[src/rtl/blk_io_pkg.sv]
// Package: opcodes, field layouts, widths and carriers for the block and auto I/O sequencer
package blk_io_pkg;

   // ---------------------------------------------------------------
   // Widths and field layout
   // ---------------------------------------------------------------
   localparam int unsigned WORD_W     = 16;
   localparam int unsigned ADDR_W     = 16;
   localparam int unsigned DEVFN_W    = 8;
   localparam int unsigned DEV_W      = 5;
   localparam int unsigned FN_W       = 3;
   localparam int unsigned DEV_LSB    = 3;
   localparam int unsigned BYTE_W     = 8;
   localparam int unsigned FIFO_DEPTH = 16;

   // Largest legal split device and function values
   localparam logic [DEV_W-1:0] DEV_MAX = 5'h1f;
   localparam logic [FN_W-1:0]  FN_MAX  = 3'h7;

   // ---------------------------------------------------------------
   // Instruction classes
   // ---------------------------------------------------------------
   typedef enum logic [2:0] {
      block_input_op       = 3'h0,
      block_output_op      = 3'h1,
      auto_input_word_op   = 3'h2,
      auto_input_byte_op   = 3'h3,
      auto_output_word_op  = 3'h4,
      auto_output_byte_op  = 3'h5
   } op_e;

   // Program counter advance after an in-line auto instruction, and the unit step ONE
   localparam logic [ADDR_W-1:0] EOB_EXIT_OFS  = 16'h0003;
   localparam logic [ADDR_W-1:0] NEXT_INST_OFS = 16'h0004;
   localparam logic [ADDR_W-1:0] ONE           = 16'h0001;

   // ---------------------------------------------------------------
   // Carriers
   // ---------------------------------------------------------------
   typedef struct packed {
      op_e                 op;
      logic [DEVFN_W-1:0]  devfn;      // Upper 5 device, lower 3 function
      logic [ADDR_W-1:0]   base_m1;    // Second word, or auto pointer
      logic [WORD_W-1:0]   count;      // X for block, negative count for auto
      logic [ADDR_W-1:0]   pc;         // Address of the opcode word
      logic                from_int;   // Executed at an interrupt location
   } cmd_s;

   typedef struct packed {
      logic [DEV_W-1:0] dev;
      logic [FN_W-1:0]  fn;
   } sel_s;

   typedef struct packed {
      logic [ADDR_W-1:0] pc_next;
      logic [WORD_W-1:0] x_final;
      logic [WORD_W-1:0] count_final;
      logic [ADDR_W-1:0] ptr_final;
      logic              eob;
   } done_s;

endpackage : blk_io_pkg

[src/rtl/blk_io_seq.sv]
// Block and automatic I/O transfer sequencer between memory and a peripheral
// Behaviour
// Block in/out holds off all interrupt service until every word has moved
// Block instruction second word is buffer base address minus one
// Index register holds the positive count of words left to move
// Block word address is base-minus-one plus current index value
// Index decrements per word, so buffer goes highest address down to base
// Index reaching zero ends the block instruction, next sequential instruction follows
// Eight-bit select: upper five bits device, lower three bits function
// Split form: device 0 to 1f, function 0 to 7
// Block input moves one peripheral word to memory per true sense
// Block output moves one memory word to peripheral per true sense
// False sense makes the block instruction wait and retest, never ending it
// Auto instructions leave accumulator and index register unchanged
// Each auto execution bumps counter and pointer and moves one unit
// Auto instruction is opcode, negative count, and start-minus-one pointer
// Auto transfers step through the buffer in ascending address order
// Auto counter and pointer increment before the unit is moved
// In-line auto continues at P+3 on zero count, otherwise P+4
// From an interrupt location a zero count raises end-of-block to peripheral
// Peripheral answers true sense only when it can accept or supply a word
`timescale 1ns/1ps
`default_nettype none
module blk_io_seq
   import blk_io_pkg::*;
#(
   parameter int unsigned DEPTH = FIFO_DEPTH
) (
   // Clock and reset
   input  wire logic                clock,
   input  wire logic                srst,
   // Command from the instruction decoder
   input  wire logic                cmd_valid,
   input  wire cmd_s                cmd,
   input  wire logic                split_sel,    // Device and function given apart
   input  wire sel_s                cmd_sel,
   input  wire logic [WORD_W-1:0]   a_in,
   output logic                     cmd_ready,
   output logic                     done_valid,
   output done_s                    done,
   output logic [WORD_W-1:0]        a_out,
   output logic                     sel_error,
   output logic                     int_hold,
   // Memory port, one access at a time
   output logic                     mem_req,
   output logic                     mem_we,
   output logic                     mem_byte,
   output logic [ADDR_W-1:0]        mem_addr,
   output logic [WORD_W-1:0]        mem_wdata,
   input  wire logic                mem_ack,
   input  wire logic [WORD_W-1:0]   mem_rdata,
   // Peripheral I/O bus
   output logic                     sense_req,
   output logic [DEV_W-1:0]         io_dev,
   output logic [FN_W-1:0]          io_fn,
   input  wire logic                sense_true,
   input  wire logic [WORD_W-1:0]   per_rdata,
   output logic                     per_wr,
   output logic [WORD_W-1:0]        per_wdata,
   output logic                     per_rd,
   output logic                     eob_out
);
   initial begin
      if (DEPTH < 2) begin
         $error("blk_io_seq needs a buffer of at least two words");
      end
   end

   // ---------------------------------------------------------------
   // State
   // ---------------------------------------------------------------
   typedef enum logic [5:0] {
      ST_IDLE  = 6'b000001,
      ST_SENSE = 6'b000010,   // Block: test function, retest on false
      ST_MEMRD = 6'b000100,   // Memory read for output
      ST_MEMWR = 6'b001000,   // Memory write of input data
      ST_STEP  = 6'b010000,   // Block: index decrement and end test
      ST_DONE  = 6'b100000
   } st_e;

   st_e               st_q;
   op_e               op_q;
   cmd_s              cmd_q;
   logic [WORD_W-1:0] x_q;
   logic [WORD_W-1:0] cnt_q;
   logic [ADDR_W-1:0] ptr_q;
   logic [DEV_W-1:0]  dev_q;
   logic [FN_W-1:0]   fn_q;
   logic              is_block;
   logic              is_input;
   logic              is_byte;
   logic              sel_ok;
   logic [ADDR_W-1:0] cur_addr;

   // Input data path passes through the buffer before memory
   logic              fi_valid;
   logic              fi_ready;
   logic              fo_valid;
   logic              fo_ready;
   logic [WORD_W-1:0] fo_data;

   assign is_block = (op_q == block_input_op) || (op_q == block_output_op);
   assign is_input = (op_q == block_input_op) || (op_q == auto_input_word_op)
                     || (op_q == auto_input_byte_op);
   assign is_byte  = (op_q == auto_input_byte_op) || (op_q == auto_output_byte_op);
   // Split operands may only reach the printed limits
   assign sel_ok   = !split_sel || (cmd_sel.dev <= DEV_MAX && cmd_sel.fn <= FN_MAX);
   // Block runs downward from base-1+X, auto upward from the pre-bumped pointer
   assign cur_addr = is_block ? cmd_q.base_m1 + x_q : ptr_q;

   // ---------------------------------------------------------------
   // Input buffer
   // ---------------------------------------------------------------
   assign fi_valid = per_rd;
   assign fo_ready = (st_q == ST_MEMWR) && mem_req && mem_ack;

   io_fifo #(
      .WIDTH (WORD_W),
      .DEPTH (DEPTH)
   ) u_fifo (
      .clock     (clock),
      .srst      (srst),
      .in_valid  (fi_valid),
      .in_ready  (fi_ready),
      .in_data   (per_rdata),
      .out_valid (fo_valid),
      .out_ready (fo_ready),
      .out_data  (fo_data)
   );

   // ---------------------------------------------------------------
   // Sequencer
   // ---------------------------------------------------------------
   // Single process for the state so each transition is seen in one place
   always_ff @(posedge clock) begin
      if (srst) begin
         st_q <= ST_IDLE;
      end else begin
         unique case (st_q)
            ST_IDLE: begin
               if (cmd_valid && cmd_ready && sel_ok) begin
                  st_q <= (cmd.op == block_input_op || cmd.op == block_output_op)
                          ? ((cmd.count == '0) ? ST_DONE : ST_SENSE)
                          : ((cmd.op == auto_output_word_op || cmd.op == auto_output_byte_op)
                             ? ST_MEMRD : ST_MEMWR);
               end
            end
            ST_SENSE: begin
               // A false answer leaves us here to test again
               if (sense_req && sense_true) begin
                  st_q <= is_input ? ST_MEMWR : ST_MEMRD;
               end
            end
            ST_MEMRD: begin
               if (mem_req && mem_ack) begin
                  st_q <= is_block ? ST_STEP : ST_DONE;
               end
            end
            ST_MEMWR: begin
               if (fo_ready) begin
                  st_q <= is_block ? ST_STEP : ST_DONE;
               end
            end
            ST_STEP: begin
               st_q <= (x_q == ONE) ? ST_DONE : ST_SENSE;
            end
            ST_DONE: begin
               st_q <= ST_IDLE;
            end
            default: begin
               st_q <= ST_IDLE;
            end
         endcase
      end
   end

   // Command capture; select split into device and function fields
   always_ff @(posedge clock) begin
      if (srst) begin
         op_q  <= block_input_op;
         cmd_q <= '0;
         dev_q <= '0;
         fn_q  <= '0;
      end else if (st_q == ST_IDLE && cmd_valid) begin
         op_q  <= cmd.op;
         cmd_q <= cmd;
         dev_q <= split_sel ? cmd_sel.dev : cmd.devfn[DEV_LSB +: DEV_W];
         fn_q  <= split_sel ? cmd_sel.fn : cmd.devfn[FN_W-1:0];
      end
   end

   // Index register for block; auto never writes it
   always_ff @(posedge clock) begin
      if (srst) begin
         x_q <= '0;
      end else if (st_q == ST_IDLE && cmd_valid
                   && (cmd.op == block_input_op || cmd.op == block_output_op)) begin
         x_q <= cmd.count;
      end else if (st_q == ST_STEP) begin
         x_q <= x_q - ONE;
      end
   end

   // Auto counter and pointer bumped at acceptance, ahead of the transfer
   always_ff @(posedge clock) begin
      if (srst) begin
         cnt_q <= '0;
         ptr_q <= '0;
      end else if (st_q == ST_IDLE && cmd_valid) begin
         cnt_q <= cmd.count + ONE;
         ptr_q <= cmd.base_m1 + ONE;
      end
   end

   // ---------------------------------------------------------------
   // Handshake outputs, all registered
   // ---------------------------------------------------------------
   // Idle readiness; interrupts held for the whole block instruction
   always_ff @(posedge clock) begin
      if (srst) begin
         cmd_ready <= 1'b0;
         int_hold  <= 1'b0;
         sel_error <= 1'b0;
      end else begin
         cmd_ready <= (st_q == ST_IDLE) && !(cmd_valid && cmd_ready);
         sel_error <= (st_q == ST_IDLE) && cmd_valid && cmd_ready && !sel_ok;
         if (st_q == ST_IDLE && cmd_valid && cmd_ready && sel_ok) begin
            int_hold <= (cmd.op == block_input_op) || (cmd.op == block_output_op);
         end else if (st_q == ST_DONE) begin
            int_hold <= 1'b0;
         end
      end
   end

   // Sense test and peripheral strobes; a read only when the buffer has room
   always_ff @(posedge clock) begin
      if (srst) begin
         sense_req <= 1'b0;
         per_rd    <= 1'b0;
         per_wr    <= 1'b0;
         per_wdata <= '0;
         io_dev    <= '0;
         io_fn     <= '0;
      end else begin
         io_dev    <= dev_q;
         io_fn     <= fn_q;
         sense_req <= (st_q == ST_SENSE) && !(sense_req && sense_true) && fi_ready;
         // Block input takes its word on the true sense, auto input unconditionally
         per_rd    <= ((st_q == ST_SENSE) && is_input && sense_req && sense_true)
                      || (st_q == ST_IDLE && cmd_valid && cmd_ready && sel_ok
                          && (cmd.op == auto_input_word_op || cmd.op == auto_input_byte_op));
         per_wr    <= (st_q == ST_MEMRD) && mem_req && mem_ack;
         if (st_q == ST_MEMRD && mem_req && mem_ack) begin
            per_wdata <= is_byte ? {{BYTE_W{1'b0}}, mem_rdata[BYTE_W-1:0]} : mem_rdata;
         end
      end
   end

   // Memory port: one request held until acknowledged
   always_ff @(posedge clock) begin
      if (srst) begin
         mem_req   <= 1'b0;
         mem_we    <= 1'b0;
         mem_byte  <= 1'b0;
         mem_addr  <= '0;
         mem_wdata <= '0;
      end else begin
         if (mem_req && mem_ack) begin
            mem_req <= 1'b0;
         end else if ((st_q == ST_MEMRD) || (st_q == ST_MEMWR && fo_valid)) begin
            mem_req <= 1'b1;
         end
         mem_we    <= (st_q == ST_MEMWR);
         mem_byte  <= is_byte;
         mem_addr  <= cur_addr;
         mem_wdata <= is_byte ? {{BYTE_W{1'b0}}, fo_data[BYTE_W-1:0]} : fo_data;
      end
   end

   // Completion report: next P, final X, count, pointer and end-of-block
   always_ff @(posedge clock) begin
      if (srst) begin
         done_valid <= 1'b0;
         done       <= '0;
         eob_out    <= 1'b0;
         a_out      <= '0;
      end else begin
         done_valid <= (st_q == ST_DONE);
         eob_out    <= 1'b0;
         if (st_q == ST_DONE) begin
            a_out          <= a_in;
            done.x_final   <= x_q;
            done.count_final <= is_block ? x_q : cnt_q;
            done.ptr_final <= is_block ? cmd_q.base_m1 : ptr_q;
            done.eob       <= !is_block && cnt_q == '0;
            if (is_block) begin
               done.pc_next <= cmd_q.pc + 16'h0002;
            end else if (cmd_q.from_int) begin
               done.pc_next <= cmd_q.pc;  // Caller resumes main line
               eob_out      <= (cnt_q == '0);
            end else begin
               done.pc_next <= cmd_q.pc + ((cnt_q == '0) ? EOB_EXIT_OFS : NEXT_INST_OFS);
            end
         end
      end
   end
endmodule : blk_io_seq
`default_nettype wire

[src/rtl/io_fifo.sv]
// Synchronous valid/ready FIFO held in flip-flops
`timescale 1ns/1ps
`default_nettype none
module io_fifo #(
   parameter int unsigned WIDTH = 16,
   parameter int unsigned DEPTH = 16
) (
   // Clock and reset
   input  wire logic             clock,
   input  wire logic             srst,
   // Fill side
   input  wire logic             in_valid,
   output logic                  in_ready,
   input  wire logic [WIDTH-1:0] in_data,
   // Drain side
   output logic                  out_valid,
   input  wire logic             out_ready,
   output logic      [WIDTH-1:0] out_data
);
   localparam int unsigned PW = (DEPTH > 1) ? $clog2(DEPTH) : 1;

   initial begin
      if (DEPTH < 2 || (DEPTH & (DEPTH - 1)) != 0) begin
         $error("io_fifo depth must be a power of two, at least 2");
      end
   end

   logic [WIDTH-1:0] mem_q [DEPTH];
   logic [PW-1:0]    wr_q;
   logic [PW-1:0]    rd_q;
   logic [PW:0]      cnt_q;
   logic             push;
   logic             pop;

   // ---------------------------------------------------------------
   // Flags come from the occupancy count so full and empty are exact
   // ---------------------------------------------------------------
   assign in_ready  = (cnt_q != (PW+1)'(DEPTH));
   assign out_valid = (cnt_q != '0);
   assign out_data  = mem_q[rd_q];
   assign push      = in_valid && in_ready;
   assign pop       = out_valid && out_ready;

   // Storage write
   always_ff @(posedge clock) begin
      if (push) begin
         mem_q[wr_q] <= in_data;
      end
   end

   // Pointers and count
   always_ff @(posedge clock) begin
      if (srst) begin
         wr_q  <= '0;
         rd_q  <= '0;
         cnt_q <= '0;
      end else begin
         if (push) begin
            wr_q <= wr_q + PW'(1);
         end
         if (pop) begin
            rd_q <= rd_q + PW'(1);
         end
         cnt_q <= cnt_q + (PW+1)'(push) - (PW+1)'(pop);
      end
   end
endmodule : io_fifo
`default_nettype wire

[config.mk]
export PLATFORM = sky130hd
export DESIGN_NAME = blk_io_seq
export DESIGN_NICKNAME = d
export VERILOG_FILES = /design/src/rtl/blk_io_pkg.sv /design/src/rtl/blk_io_seq.sv /design/src/rtl/io_fifo.sv
export SDC_FILE = /design/constraint.sdc
export NUM_CORES = 1
export LEC_CHECK = 0
export ABC_AREA = 1
export BUFFER_PORTS_ARGS = -buffer_cell sky130_fd_sc_hd__buf_2
export CAP_MARGIN = 20
export CORE_MARGIN = 3
export CORE_UTILIZATION = 50
export DETAILED_ROUTE_END_ITERATION = 10
export MAX_ROUTING_LAYER = met4
export PLACE_DENSITY = 0.69
export REMOVE_ABC_BUFFERS = 1
export SLEW_MARGIN = 20
export SYNTH_ARGS = -nofsm -noshare
export SYNTH_HDL_FRONTEND = slang
export SYNTH_SLANG_ARGS = --single-unit
[constraint.sdc]
create_clock -name clock -period 2.63 [get_ports clock]
set_input_delay 0.1315 -clock clock [delete_from_list [all_inputs] [get_ports clock]]
set_output_delay 0.1315 -clock clock [all_outputs]
set_load 0.02 [all_outputs]
==> results of run 1 <==
sequential cells by signal, summed over array words and instances, names as in the netlist, 3 cells and up, named ones only:
name,flops
mem_addr,16
u_fifo.cnt_q,5
per_wdata,16
x_q,16
ptr_q,16
done,65
u_fifo.rd_q,4
fn_q,3
cmd_q,33
st_q,6
a_out,16
op_q,3
io_fn,3
io_dev,5
dev_q,5
u_fifo.mem_q,256
mem_wdata,16
u_fifo.wr_q,4
cnt_q,16
worst max-delay path, cell delays in order, from the launching register on:
cell	delay [ns]
sky130_fd_sc_hd__dfxtp_2	0.33
sky130_fd_sc_hd__nor4_4	0.28
sky130_fd_sc_hd__and2_4	0.22
sky130_fd_sc_hd__nand2_4	0.07
sky130_fd_sc_hd__inv_2	0.06
sky130_fd_sc_hd__ha_2	0.17
sky130_fd_sc_hd__inv_1	0.05
sky130_fd_sc_hd__fa_1	0.35
sky130_fd_sc_hd__inv_1	0.08
sky130_fd_sc_hd__nand2_1	0.06
sky130_fd_sc_hd__nand2_1	0.08
sky130_fd_sc_hd__nand2_2	0.07
sky130_fd_sc_hd__nand2_2	0.11
sky130_fd_sc_hd__nand4_1	0.11
sky130_fd_sc_hd__o21ai_1	0.15
sky130_fd_sc_hd__nand3_1	0.08
sky130_fd_sc_hd__nand2_1	0.09
sky130_fd_sc_hd__inv_1	0.03
power by group:
group	internal, W	switching, W	total [W]
Clock	0.00444	0.00319	0.00762
Combinational	0.00118	0.00224	0.00343
Sequential	0.00899	0.000411	0.00940
Total	0.0146	0.00584	0.0205
logic make-up (layout without fill, tap and decap cells):
kind of cell / after synthesis / count (layout) / share of synthesized area, %
AO/OA/AOI/OAI: 610 / 610 / 14.9
other: 1 / 3 / 0.0170
AND/OR/NAND/NOR: 906 / 906 / 17.1
XOR/XNOR: 29 / 29 / 1.15
flip-flops: 519 / 519 / 58.7
adder cells (fa/ha/maj): 38 / 38 / 2.26
buffers and inverters: 313 / 727 / 5.84
Yosys cell counts, types with 2 or more instances:
| library cell | n |
|---|---|
| sky130_fd_sc_hd__nor2_1 | 365 |
| sky130_fd_sc_hd__nand2_1 | 357 |
| sky130_fd_sc_hd__o21ai_0 | 331 |
| sky130_fd_sc_hd__dfxtp_1 | 263 |
| sky130_fd_sc_hd__edfxtp_1 | 256 |
| sky130_fd_sc_hd__inv_1 | 180 |
| sky130_fd_sc_hd__a21oi_1 | 155 |
| sky130_fd_sc_hd__nand3_1 | 102 |
| sky130_fd_sc_hd__clkbuf_1 | 70 |
| sky130_fd_sc_hd__a31oi_1 | 42 |
| sky130_fd_sc_hd__buf_2 | 38 |
| sky130_fd_sc_hd__ha_1 | 35 |
| sky130_fd_sc_hd__o211ai_1 | 31 |
| sky130_fd_sc_hd__nor3_1 | 24 |
| sky130_fd_sc_hd__nand4_1 | 23 |
| sky130_fd_sc_hd__xor2_1 | 21 |
| sky130_fd_sc_hd__o22ai_1 | 19 |
| sky130_fd_sc_hd__o221ai_1 | 16 |
| sky130_fd_sc_hd__buf_4 | 11 |
| sky130_fd_sc_hd__o21ai_1 | 10 |
| sky130_fd_sc_hd__xnor2_1 | 8 |
| sky130_fd_sc_hd__buf_1 | 6 |
| sky130_fd_sc_hd__nor2_4 | 6 |
| sky130_fd_sc_hd__nor4_1 | 5 |
| sky130_fd_sc_hd__or2_2 | 5 |
| sky130_fd_sc_hd__and2_1 | 4 |
| sky130_fd_sc_hd__inv_2 | 4 |
| sky130_fd_sc_hd__nand3b_1 | 4 |
| sky130_fd_sc_hd__buf_6 | 3 |
| sky130_fd_sc_hd__fa_1 | 3 |
| sky130_fd_sc_hd__nor2_2 | 2 |
| sky130_fd_sc_hd__nor3_2 | 2 |
| sky130_fd_sc_hd__o21a_1 | 2 |
cell type report:
cell class	count	share of cell area [%]
clock inverters	18	0.850
well taps	585	2.70
flip-flops and latches	519	47.8
repair buffers	443	11.2
inverters	184	2.56
diodes	2	0.0185
multi-input cells	1584	29.1
clock buffers	82	5.67
per-layer routing:
layer	vias to the layer above	routed length, um
li1	9002	-
met1	8913	26000
met2	766	29500
met3	156	4510
met4	0	2490
met5	-	0
stage by stage:
stage	instances	setup TNS, ns	cell area, sq um	utilization, %	power (W)
2_1_floorplan	2287	-88.74	21500	-	0.0115
3_3_place_gp	3190	0	24000	55.4	0.0126
3_5_place_dp	3190	0	24000	55.4	0.0127
4_1_cts	3410	0	27000	62.2	0.0204
5_1_grt	3417	-0.0214	27100	62.5	0.0213
6_report	3417	0	27100	62.5	0.0205
path summary, 6_finish.rpt:
kind | end | slack [ns] | depth (start not counted)
hold / removal | cmd_q[44] | 0.04 | 4
setup / recovery | done[63] | 0.14 | 17
setup reg to reg | done[63] | 0.14 | 17
hold reg to reg | io_dev[0] | 0.43 | 2
what timing repair did:
| item | 4_1_cts | 5_1_grt |
|---|---|---|
| resized for setup | 3 | 17 |
| setup buffers | 0 | 5 |
| hold buffers | 120 | 0 |
| endpoints found under the hold margin | 384 | 0 |
| endpoints found under the setup margin | 4 | 7 |
| pin swaps | 2 | 7 |
==> flow_summary.json, run 1 <==
{
  "outcome": "completed",
  "gr-usage-met1_pct": 34.2,
  "clock_tree_from_tritoncts": "yes",
  "yosys_register_bits": 519,
  "worst_voltage_drop_across_the_vdd_grid_mv": 0.582,
  "globalRouteTotalUtil_pct": 26.8,
  "syn_inst": 2416,
  "achievable-frequency_mhz": 402,
  "layout.cells.most_common_list": "sky130_fd_sc_hd__nor2_1 (363), sky130_fd_sc_hd__nand2_1 (353), sky130_fd_sc_hd__o21ai_0 (330)",
  "die_area_sq_um": 46700,
  "cts_buffers": 53,
  "antenna_violating_nets_post_route": 0,
  "post_route_cells_drive_above_1_share_pct": 15.8,
  "io_pins": 270,
  "data_arrival_time_of_the_critical_path_ns": 3.00,
  "coreArea_sq_um": 43400,
  "ys_async_sr_fraction_pct": 0,
  "min_from": "srst",
  "finalCritPeriodShare_pct": 94.6,
  "synth_warnings": 0,
  "drv.max_cap_violation_count": 0,
  "first_pass_iters": 6,
  "worstSetupPathType": "register to register",
  "root_buffer": "sky130_fd_sc_hd__clkbuf_16",
  "antenna_found_initial": 2,
  "clk_transition_reported_paths_ns": 0.06,
  "number_of_global_route_vias_before_repair": 18323,
  "endpoint_kind_of_the_worst_setup_timing_path": "register",
  "start_util_pct": 50.9,
  "globalplace.congestion": 0.902,
  "rows": 76,
  "hold_viol": 0,
  "fin_worst_hold_slack_ns": 0.0426,
  "critPathMaxFanout": 3,
  "min_path_type": "input pin to register",
  "synth_top_area_cells": "sky130_fd_sc_hd__edfxtp_1 (35%), sky130_fd_sc_hd__dfxtp_1 (24%), sky130_fd_sc_hd__o21ai_0 (7.5%)",
  "multiInputGateArea_sq_um": 7890,
  "grtUsageMet2_pct": 43.2,
  "routed-via-count": 18837,
  "clock_tree.buffer_depth": 3,
  "synth_cell_types": 46,
  "area_of_the_mapped_netlist_sq_um": 22100,
  "crit_start": "cnt_q[3]",
  "detailedRoute.firstIterationViolations": 1644,
  "layout_commonest_cell": "sky130_fd_sc_hd__nor2_1",
  "fillCellCount": 3531,
  "synth_flop_cell": "sky130_fd_sc_hd__dfxtp_1",
  "crit_required_ns": 3.14,
  "seqCellArea_sq_um": 13000,
  "p_per_area_nw_per_um2": 755,
  "met3_usage_pct": 4.25,
  "die_width_um": 216,
  "drc": 0,
  "drt_wl_total_um": 62500,
  "timing_worst_slew_pin_value_ns": 0.814,
  "busiest_metal_layer_after_global_routing": "met2",
  "final-max-slew-violation-count": 0,
  "timing.slew.headroom_pct": 45.7,
  "synth.yosys.seq_area_share_pct": 58.7,
  "synth.largest_area_cell": "sky130_fd_sc_hd__edfxtp_1",
  "regToRegStartpoint": "cnt_q[3]",
  "setup.worst_path.start_class": "register",
  "nNetsFinal": 2945,
  "number_of_enable_flip_flop_cells_after_synthesis": 256,
  "synth_top_area_share_pct": 34.8,
  "post-place-ws_ns": 0.0148,
  "clkLatencyLatePin_ns": 0.62,
  "finalSetupViolCount": 0,
  "area_delta_synth_final_pct": 22.8,
  "power.leakage_nw": 11.2,
  "dp_hpwl_um": 38800,
  "grt_first_pass_wirelength_um": 97500,
  "via_per_inst": 5.51,
  "globalRoute.totalOverflow": 0,
  "final_period_minus_worst_setup_slack_ns": 2.49,
  "grt_start_max_net_pins": 141,
  "clkSinkCount": 519,
  "clock_skew_ns": 0.0244,
  "die-height_um": 216,
  "worst_slack_ns": 0.142,
  "buffer_ports.inserted": 269,
  "avgRoutedWirePerCell_um": 18.3,
  "synth.avg_cell_area_sq_um": 9.13,
  "ctsHtreeMaxLevel": 2
}
Note: power is estimated with default switching activity, not from simulation.
==> run 2: changes to the inputs <==
--- a/config.mk
+++ b/config.mk
@@ -10,6 +10,7 @@
 export CAP_MARGIN = 20
 export CORE_MARGIN = 3
 export CORE_UTILIZATION = 50
+export CTS_BUF_LIST = sky130_fd_sc_hd__clkbuf_16
 export DETAILED_ROUTE_END_ITERATION = 10
 export MAX_ROUTING_LAYER = met4
 export PLACE_DENSITY = 0.69
==> constraint.sdc (replaced) <==
create_clock -name clock -period 2.63 [get_ports clock]
set_input_delay 0.1315 -clock clock [delete_from_list [all_inputs] [get_ports clock]]
set_output_delay 0.1315 -clock clock [all_outputs]
set_load 0.005 [all_outputs]
==> run 2 against run 1 <==
Worst setup slack is essentially flat. Cell count is the same. Cell area shrank 0.37%. Sequential share of layout area grew 0.18 points. Critical endpoint unchanged. Highest routed layer unchanged.
==> flow_summary.json, run 2 (synthesis results as in run 1) <==
{
  "outcome": "completed",
  "finalCritPeriodShare_pct": 94.6,
  "post-place-ws_ns": 0.0148,
  "nNetsFinal": 2945,
  "crit_path_cell_trace": "nor4_4, and2_4, nand2_4, inv_2, ha_2, inv_1, fa_1, inv_1, nand2_1, nand2_1, nand2_2, nand2_2, nand4_1, o21ai_1, nand3_1, nand2_1, inv_1",
  "wl_met3_um": 4510,
  "clk_transition_reported_paths_ns": 0.06,
  "postPlaceCellArea_sq_um": 24000,
  "layout.cell_area.non_filler_sq_um": 27000,
  "setup.worst_path.start_class": "register",
  "worstSetupPathType": "register to register",
  "die-height_um": 216,
  "worst_slack_ns": 0.142,
  "seqCellArea_sq_um": 13000,
  "power_frac_comb_pct": 16.5,
  "timing.setup.tns_ns": 0,
  "grt_first_pass_wirelength_um": 97500,
  "root_buffer": "sky130_fd_sc_hd__clkbuf_16",
  "achievable-frequency_mhz": 402,
  "critPathMaxFanout": 3,
  "globalRoute.totalOverflow": 0,
  "buffer_ports.inserted": 269,
  "timing.slew.headroom_pct": 44.6,
  "p_per_area_nw_per_um2": 739,
  "multiInputGateArea_sq_um": 7890,
  "detailedRoute.firstIterationViolations": 1636,
  "critical_path.slowest_cell": "sky130_fd_sc_hd__fa_1",
  "p_int_w": 0.0142,
  "die_width_um": 216,
  "via_per_inst": 5.50,
  "data_arrival_time_of_the_critical_path_ns": 3.00,
  "area_delta_synth_final_pct": 22.3,
  "first_pass_iters": 6,
  "clkSinkCount": 519,
  "top_register": "u_fifo.mem_q",
  "clock_tree_from_tritoncts": "yes",
  "clock_power_share_pct": 36.4,
  "largest_register_ff_count": 256,
  "dr.max_layer_used": "met4",
  "clock_skew_ns": 0.0234,
  "switching_power_w": 0.00570,
  "ctsHtreeMaxLevel": 2,
  "finalSetupViolCount": 0,
  "layout_top_registers": "u_fifo.mem_q (256), done (65), cmd_q (33)",
  "rows": 76,
  "power.leakage_nw": 11.2,
  "detail_route.wirelength.met1_um": 26100,
  "drv.max_cap_violation_count": 0,
  "antenna_found_initial": 2,
  "drt_wl_total_um": 62500,
  "detailroute.wirelength.met2_um": 29500,
  "coreArea_sq_um": 43400,
  "hold_viol": 0,
  "seq_power_share_pct": 47.2,
  "worst_voltage_drop_across_the_vdd_grid_mv": 0.579,
  "layout.cells.most_common_list": "sky130_fd_sc_hd__nor2_1 (363), sky130_fd_sc_hd__nand2_1 (353), sky130_fd_sc_hd__o21ai_0 (330)",
  "power.switching_fraction_pct": 28.6,
  "drc": 0,
  "clock_tree.buffer_depth": 3,
  "endpoint_kind_of_the_worst_setup_timing_path": "register",
  "dp_hpwl_um": 38800,
  "die_area_sq_um": 46700,
  "clkLatencyLatePin_ns": 0.62,
  "io_pins": 270,
  "layout_commonest_cell": "sky130_fd_sc_hd__nor2_1",
  "final_period_minus_worst_setup_slack_ns": 2.49,
  "globalRouteTotalUtil_pct": 26.8,
  "post_route_cells_drive_above_1_share_pct": 15.4,
  "start_util_pct": 50.9,
  "globalplace.congestion": 0.902,
  "antenna_violating_nets_post_route": 0,
  "crit_required_ns": 3.14,
  "timing_worst_slew_pin_value_ns": 0.830,
  "crit_path_max_incr_delay_ns": 0.35,
  "grt_start_max_net_pins": 141,
  "postLayoutCoreUtil_pct": 62.2,
  "min_path_type": "input pin to register",
  "number_of_global_route_vias_before_repair": 18342,
  "cts_buffers": 53,
  "final-max-slew-violation-count": 0,
  "routed-via-count": 18792,
  "avgRoutedWirePerCell_um": 18.3,
  "fillCellCount": 3556
}
[run 2: cell count changes in the layout (fill, tap and decap cells not counted)]
cell | previous run | this run
sky130_fd_sc_hd__clkbuf_8 | 10 | 0
sky130_fd_sc_hd__inv_1 | 178 | 197
sky130_fd_sc_hd__clkbuf_1 | 19 | 0
sky130_fd_sc_hd__clkinv_1 | 4 | 14
[run 2: worst paths after layout]
| path | startpoint | to | slack, ns | cells after the start |
|---|---|---|---|---|
| setup / recovery | cnt_q[3] | done[63] | 0.14 | 17 |
| hold / removal | cmd[27] | cnt_q[10] | 0.05 | 5 |
| setup reg to reg | cnt_q[3] | done[63] | 0.14 | 17 |
| hold reg to reg | dev_q[1] | io_dev[1] | 0.43 | 2 |
[run 2: worst max-delay path, delay by kind of cell, from the launching register on]
family / cells / cell delay [ns]
fa+ha+maj: 2 / 0.52
compound gates: 1 / 0.15
flops: 1 / 0.33
simple gates: 10 / 1.16
buf+inv: 4 / 0.22
[run 2: routing by layer]
| metal | vias up | track usage [%] |
|---|---|---|
| met5 | - | - |
| met1 | 8864 | 34.1 |
| met2 | 784 | 43.0 |
| li1 | 8999 | - |
| met3 | 145 | 4.29 |
| met4 | 0 | 11.1 |
[run 2: power by group through the flow]
stage | clock (W) | combinational, W | sequential (W)
after CTS | 0.00736 | 0.00319 | 0.00938
after floorplan | 0 | 0.00189 | 0.00944
after global routing | 0.00768 | 0.00366 | 0.00946
after global placement | 0 | 0.00295 | 0.00952
after detailed placement | 0 | 0.00301 | 0.00954
final | 0.00725 | 0.00328 | 0.00940
[run 2: cell type report]
cell class / instances / share of cell area [%]
Timing Repair Buffer: 443 / 11.3
Inverter: 184 / 2.57
Multi-Input combinational cell: 1584 / 29.2
Tap cell: 585 / 2.71
Antenna cell: 2 / 0.0185
Clock buffer: 53 / 4.91
Sequential cell: 519 / 48.0
Clock inverter: 47 / 1.26
[run 2: timing repair]
item / 4_1_cts / 5_1_grt
cloned: 0 / 0
hold buffers: 120 / 0
pin swaps: 2 / 7
endpoints found under the hold margin: 384 / 0
setup endpoints to repair: 4 / 7
setup buffers: 0 / 5
resized for setup: 3 / 17
[run 2: metrics by stage]
stage	hold WS [ns]	cells	total power (W)
final	0.0492	3417	0.0199
after global routing	0.0590	3417	0.0208
after CTS	0.0109	3410	0.0199
after detailed placement	0.358	3190	0.0126
after global placement	0.354	3190	0.0125
after floorplan	0.201	2287	0.0113
==> run 3: changes to the inputs <==
--- a/config.mk
+++ b/config.mk
@@ -5,15 +5,16 @@
 export SDC_FILE = /design/constraint.sdc
 export NUM_CORES = 1
 export LEC_CHECK = 0
-export ABC_AREA = 1
+export ABC_AREA = 0
 export BUFFER_PORTS_ARGS = -buffer_cell sky130_fd_sc_hd__buf_2
 export CAP_MARGIN = 20
 export CORE_MARGIN = 3
-export CORE_UTILIZATION = 50
+export CORE_UTILIZATION = 25
 export CTS_BUF_LIST = sky130_fd_sc_hd__clkbuf_16
 export DETAILED_ROUTE_END_ITERATION = 10
 export MAX_ROUTING_LAYER = met4
-export PLACE_DENSITY = 0.69
+export PLACE_DENSITY = 0.4
+export RECOVER_POWER = 50
 export REMOVE_ABC_BUFFERS = 1
 export SLEW_MARGIN = 20
 export SYNTH_ARGS = -nofsm -noshare
==> run 3 against run 2 <==
Clock power grew 12%. Total power up 2.1%. Synthesized area fell by 4.3%. Cell area increased by 2.4%. Maximum frequency is 2.6% lower. Via count fell by 18%. Sequential power decreased by 1%. Critical endpoint is now done[61]. Largest cell class unchanged.
==> flow_summary.json, run 3 <==
{
  "crit_family": "simple AND/OR/NAND/NOR gates",
  "power.switching_fraction_pct": 26.9,
  "crit-reg2reg-capture": "done[61]",
  "crit_path_cell_trace": "nor4_4, nand4_1, inv_1, ha_2, inv_1, fa_2, nand2b_4, a211oi_4, o21ai_2, nor3_1, xnor2_1, a211oi_1",
  "endpoint_kind_of_the_worst_setup_timing_path": "register",
  "synth.yosys.seq_area_share_pct": 61.3,
  "timing_worst_slew_pin_value_ns": 1.03,
  "synth_top_area_share_pct": 36.4,
  "critPathMaxFanout": 3,
  "clkLatencyLatePin_ns": 0.63,
  "crit_start": "cnt_q[2]",
  "drc": 0,
  "r2r.worst_path.cells": 12,
  "layout.cells.most_common_list": "sky130_fd_sc_hd__nand2_1 (273), sky130_fd_sc_hd__dfxtp_1 (258), sky130_fd_sc_hd__edfxtp_1 (256)",
  "root_buffer": "sky130_fd_sc_hd__clkbuf_16",
  "detailedRoute.firstIterationViolations": 810,
  "area_of_the_mapped_netlist_sq_um": 21100,
  "grt_first_pass_wirelength_um": 97200,
  "fin_total_pwr_w": 0.0204,
  "ctsHtreeMaxLevel": 2,
  "post-place-ws_ns": -0.165,
  "ys_async_sr_fraction_pct": 0,
  "clock_tree_from_tritoncts": "yes",
  "synth_flop_cell": "sky130_fd_sc_hd__dfxtp_1",
  "timing.slew.headroom_pct": 31.5,
  "clock_skew_ns": 0.0433,
  "clock_power_share_pct": 40.0,
  "clkSinkCount": 519,
  "holdPathEnd": "per_wdata[12]",
  "syn_inst": 1745,
  "min_from": "mem_rdata[12]",
  "routed-via-count": 15378,
  "setup.worst_path.start_class": "register",
  "layout_top_registers": "u_fifo.mem_q (256), done (65), cmd_q (33)",
  "yosys_register_bits": 519,
  "regToRegStartpoint": "cnt_q[2]",
  "grt_start_max_net_pins": 130,
  "layout_commonest_cell": "sky130_fd_sc_hd__nand2_1",
  "gr-usage-met1_pct": 18.4,
  "synth_warnings": 0,
  "drt_wl_total_um": 65100,
  "crit_required_ns": 3.17,
  "die_width_um": 297,
  "number_of_global_route_vias_before_repair": 15735,
  "switching_power_w": 0.00548,
  "grtUsageMet2_pct": 25.4,
  "synth_cell_types": 70,
  "largest_register_ff_count": 256,
  "die-height_um": 297,
  "globalplace.congestion": 0.760,
  "buffer_ports.inserted": 269,
  "avgRoutedWirePerCell_um": 19.3,
  "globalRoute.totalOverflow": 0,
  "drv.max_cap_violation_count": 0,
  "start_util_pct": 25.5,
  "crit_top_cell": "sky130_fd_sc_hd__inv_1",
  "die_area_sq_um": 88000,
  "antenna_found_initial": 4,
  "dp_hpwl_um": 43300,
  "final_period_minus_worst_setup_slack_ns": 2.55,
  "rows": 105,
  "critical_path.slowest_cell": "sky130_fd_sc_hd__dfxtp_2",
  "hold_viol": 0,
  "via_per_inst": 4.55,
  "p_int_w": 0.0149,
  "power.leakage_nw": 9.63,
  "finalSetupViolCount": 0,
  "ff2ff_setup_slack_ns": 0.08,
  "worstSetupPathType": "register to register",
  "top_register": "u_fifo.mem_q",
  "finalCritPeriodShare_pct": 97.1,
  "seq_power_share_pct": 45.6,
  "worst_slack_ns": 0.0752,
  "clk_transition_reported_paths_ns": 0.06,
  "number_of_enable_flip_flop_cells_after_synthesis": 256,
  "first_pass_iters": 5,
  "globalRouteTotalUtil_pct": 14.9,
  "synth.largest_area_cell": "sky130_fd_sc_hd__edfxtp_1",
  "min_path_type": "input pin to register",
  "io_pins": 270,
  "final-max-slew-violation-count": 0,
  "cts_buffers": 59,
  "clock_tree.buffer_depth": 3,
  "post-place-cells": 3126,
  "synth_top_area_cells": "sky130_fd_sc_hd__edfxtp_1 (36%), sky130_fd_sc_hd__dfxtp_1 (25%), sky130_fd_sc_hd__mux4_2 (8.5%)",
  "worst_voltage_drop_across_the_vdd_grid_mv": 0.551,
  "outcome": "completed",
  "synth.avg_cell_area_sq_um": 12.1,
  "post-synth-top-count-cell": "sky130_fd_sc_hd__nand2_1",
  "grt_setup_unrepaired": "true",
  "power_frac_comb_pct": 14.4,
  "area_delta_synth_final_pct": 30.9,
  "p_per_area_nw_per_um2": 736,
  "most_frequent_cells_after_synthesis": "sky130_fd_sc_hd__nand2_1 (273), sky130_fd_sc_hd__dfxtp_1 (263), sky130_fd_sc_hd__edfxtp_1 (256)",
  "post_route_cells_drive_above_1_share_pct": 19.7,
  "worst-path-buf-inv": 2,
  "busiest_metal_layer_after_global_routing": "met2",
  "post_layout_nonfiller_instances": 3380,
  "data_arrival_time_of_the_critical_path_ns": 3.10,
  "coreArea_sq_um": 82900,
  "crit_path_max_incr_delay_ns": 0.34,
  "met3_usage_pct": 2.61,
  "min_delay_path_depth": 3,
  "antenna_violating_nets_post_route": 0,
  "achievable-frequency_mhz": 391,
  "nNetsFinal": 2364
}
## run 3: cell count changes after synthesis, sizes merged, moves of 37 or more
cell / before / now
inv: 184 / 31
mux4: 0 / 80
o21ai: 342 / 36
nand3: 103 / 25
nand2: 358 / 273
a31oi: 42 / 5
nor2: 373 / 145
a211oi: 1 / 41
a311oi: 0 / 39
## run 3: cell families after synthesis
kind of cell,after synthesis,share of synthesized area [%]
and+or+nand+nor,589,12.5
AOI/OAI and AO/OA,305,9.43
other,1,0.0178
DFF,519,61.3
buffers and inverters,143,2.79
muxes,94,9.20
xor gates and xnor gates,56,2.32
adders and majority gates,38,2.36
## run 3: what timing repair did
action | CTS | global route
hold endpoints to repair | 403 | 0
pin swaps | 6 | 17
setup endpoints to repair | 7 | 17
setup buffers | 3 | 6
gates resized for setup | 13 | 27
hold buffers | 131 | 0
## run 3: metrics by stage
| step | utilization, % | setup TNS [ns] | instance area (sq um) | hold slack (ns) |
|---|---|---|---|---|
| floorplan | - | -135.43 | 20600 | 0.194 |
| global placement | 29.4 | -0.651 | 24400 | 0.342 |
| detailed placement | 29.4 | -0.912 | 24400 | 0.351 |
| CTS | 33.4 | 0 | 27700 | 0.220 |
| global route | 33.3 | -5.91 | 27600 | 0.230 |
| finish | 33.3 | 0 | 27600 | 0.268 |
## run 3: worst max-delay path by stage
stage | to | slack, ns | cells past startpoint
after floorplan | mem_wdata[10] | -1.49 | 3
after global placement | done[55] | -0.12 | 13
after detailed placement | done[59] | -0.16 | 13
after CTS | done[61] | 0.001 | 12
after global routing | u_fifo.mem_q[10][6] | -0.10 | 8
final | done[61] | 0.08 | 12
## run 3: final cells by class
| class | instances | area [sq um] |
|---|---|---|
| Sequential cell | 519 | 13000 |
| Inverter | 31 | 116 |
| Clock buffer | 59 | 1480 |
| Antenna cell | 5 | 12.5 |
| Tap cell | 1123 | 1410 |
| Clock inverter | 50 | 437 |
| Multi-Input combinational cell | 1083 | 7770 |
| Timing Repair Buffer | 510 | 3470 |
| Fill cell | 8354 | 55300 |
## run 3: worst register-to-register path, cell delays in order, from the launching register on
cell and delay, ns:
sky130_fd_sc_hd__dfxtp_2 0.34, sky130_fd_sc_hd__nor4_4 0.30, sky130_fd_sc_hd__nand4_1 0.17, sky130_fd_sc_hd__inv_1 0.11, sky130_fd_sc_hd__ha_2 0.18, sky130_fd_sc_hd__inv_1 0.05
sky130_fd_sc_hd__fa_2 0.33, sky130_fd_sc_hd__nand2b_4 0.15, sky130_fd_sc_hd__a211oi_4 0.20, sky130_fd_sc_hd__o21ai_2 0.09, sky130_fd_sc_hd__nor3_1 0.24, sky130_fd_sc_hd__xnor2_1 0.09
sky130_fd_sc_hd__a211oi_1 0.22
## run 3: power by group through the flow
stage | Sequential (W) | Clock, W | Combinational (W)
after floorplan | 0.00937 | 0 | 0.00145
after global placement | 0.00943 | 0 | 0.00273
after detailed placement | 0.00944 | 0 | 0.00274
after CTS | 0.00928 | 0.00844 | 0.00298
after global routing | 0.00935 | 0.00878 | 0.00327
final | 0.00929 | 0.00814 | 0.00293
## run 3: per-layer routing
layer / up-vias / share of wire (%) / routed length, um
met5: - / 0 / 0
met4: 0 / 1.9 / 1210
met3: 76 / 4.5 / 2910
met2: 280 / 50 / 32500
met1: 7678 / 44 / 28500
li1: 7344 / - / -
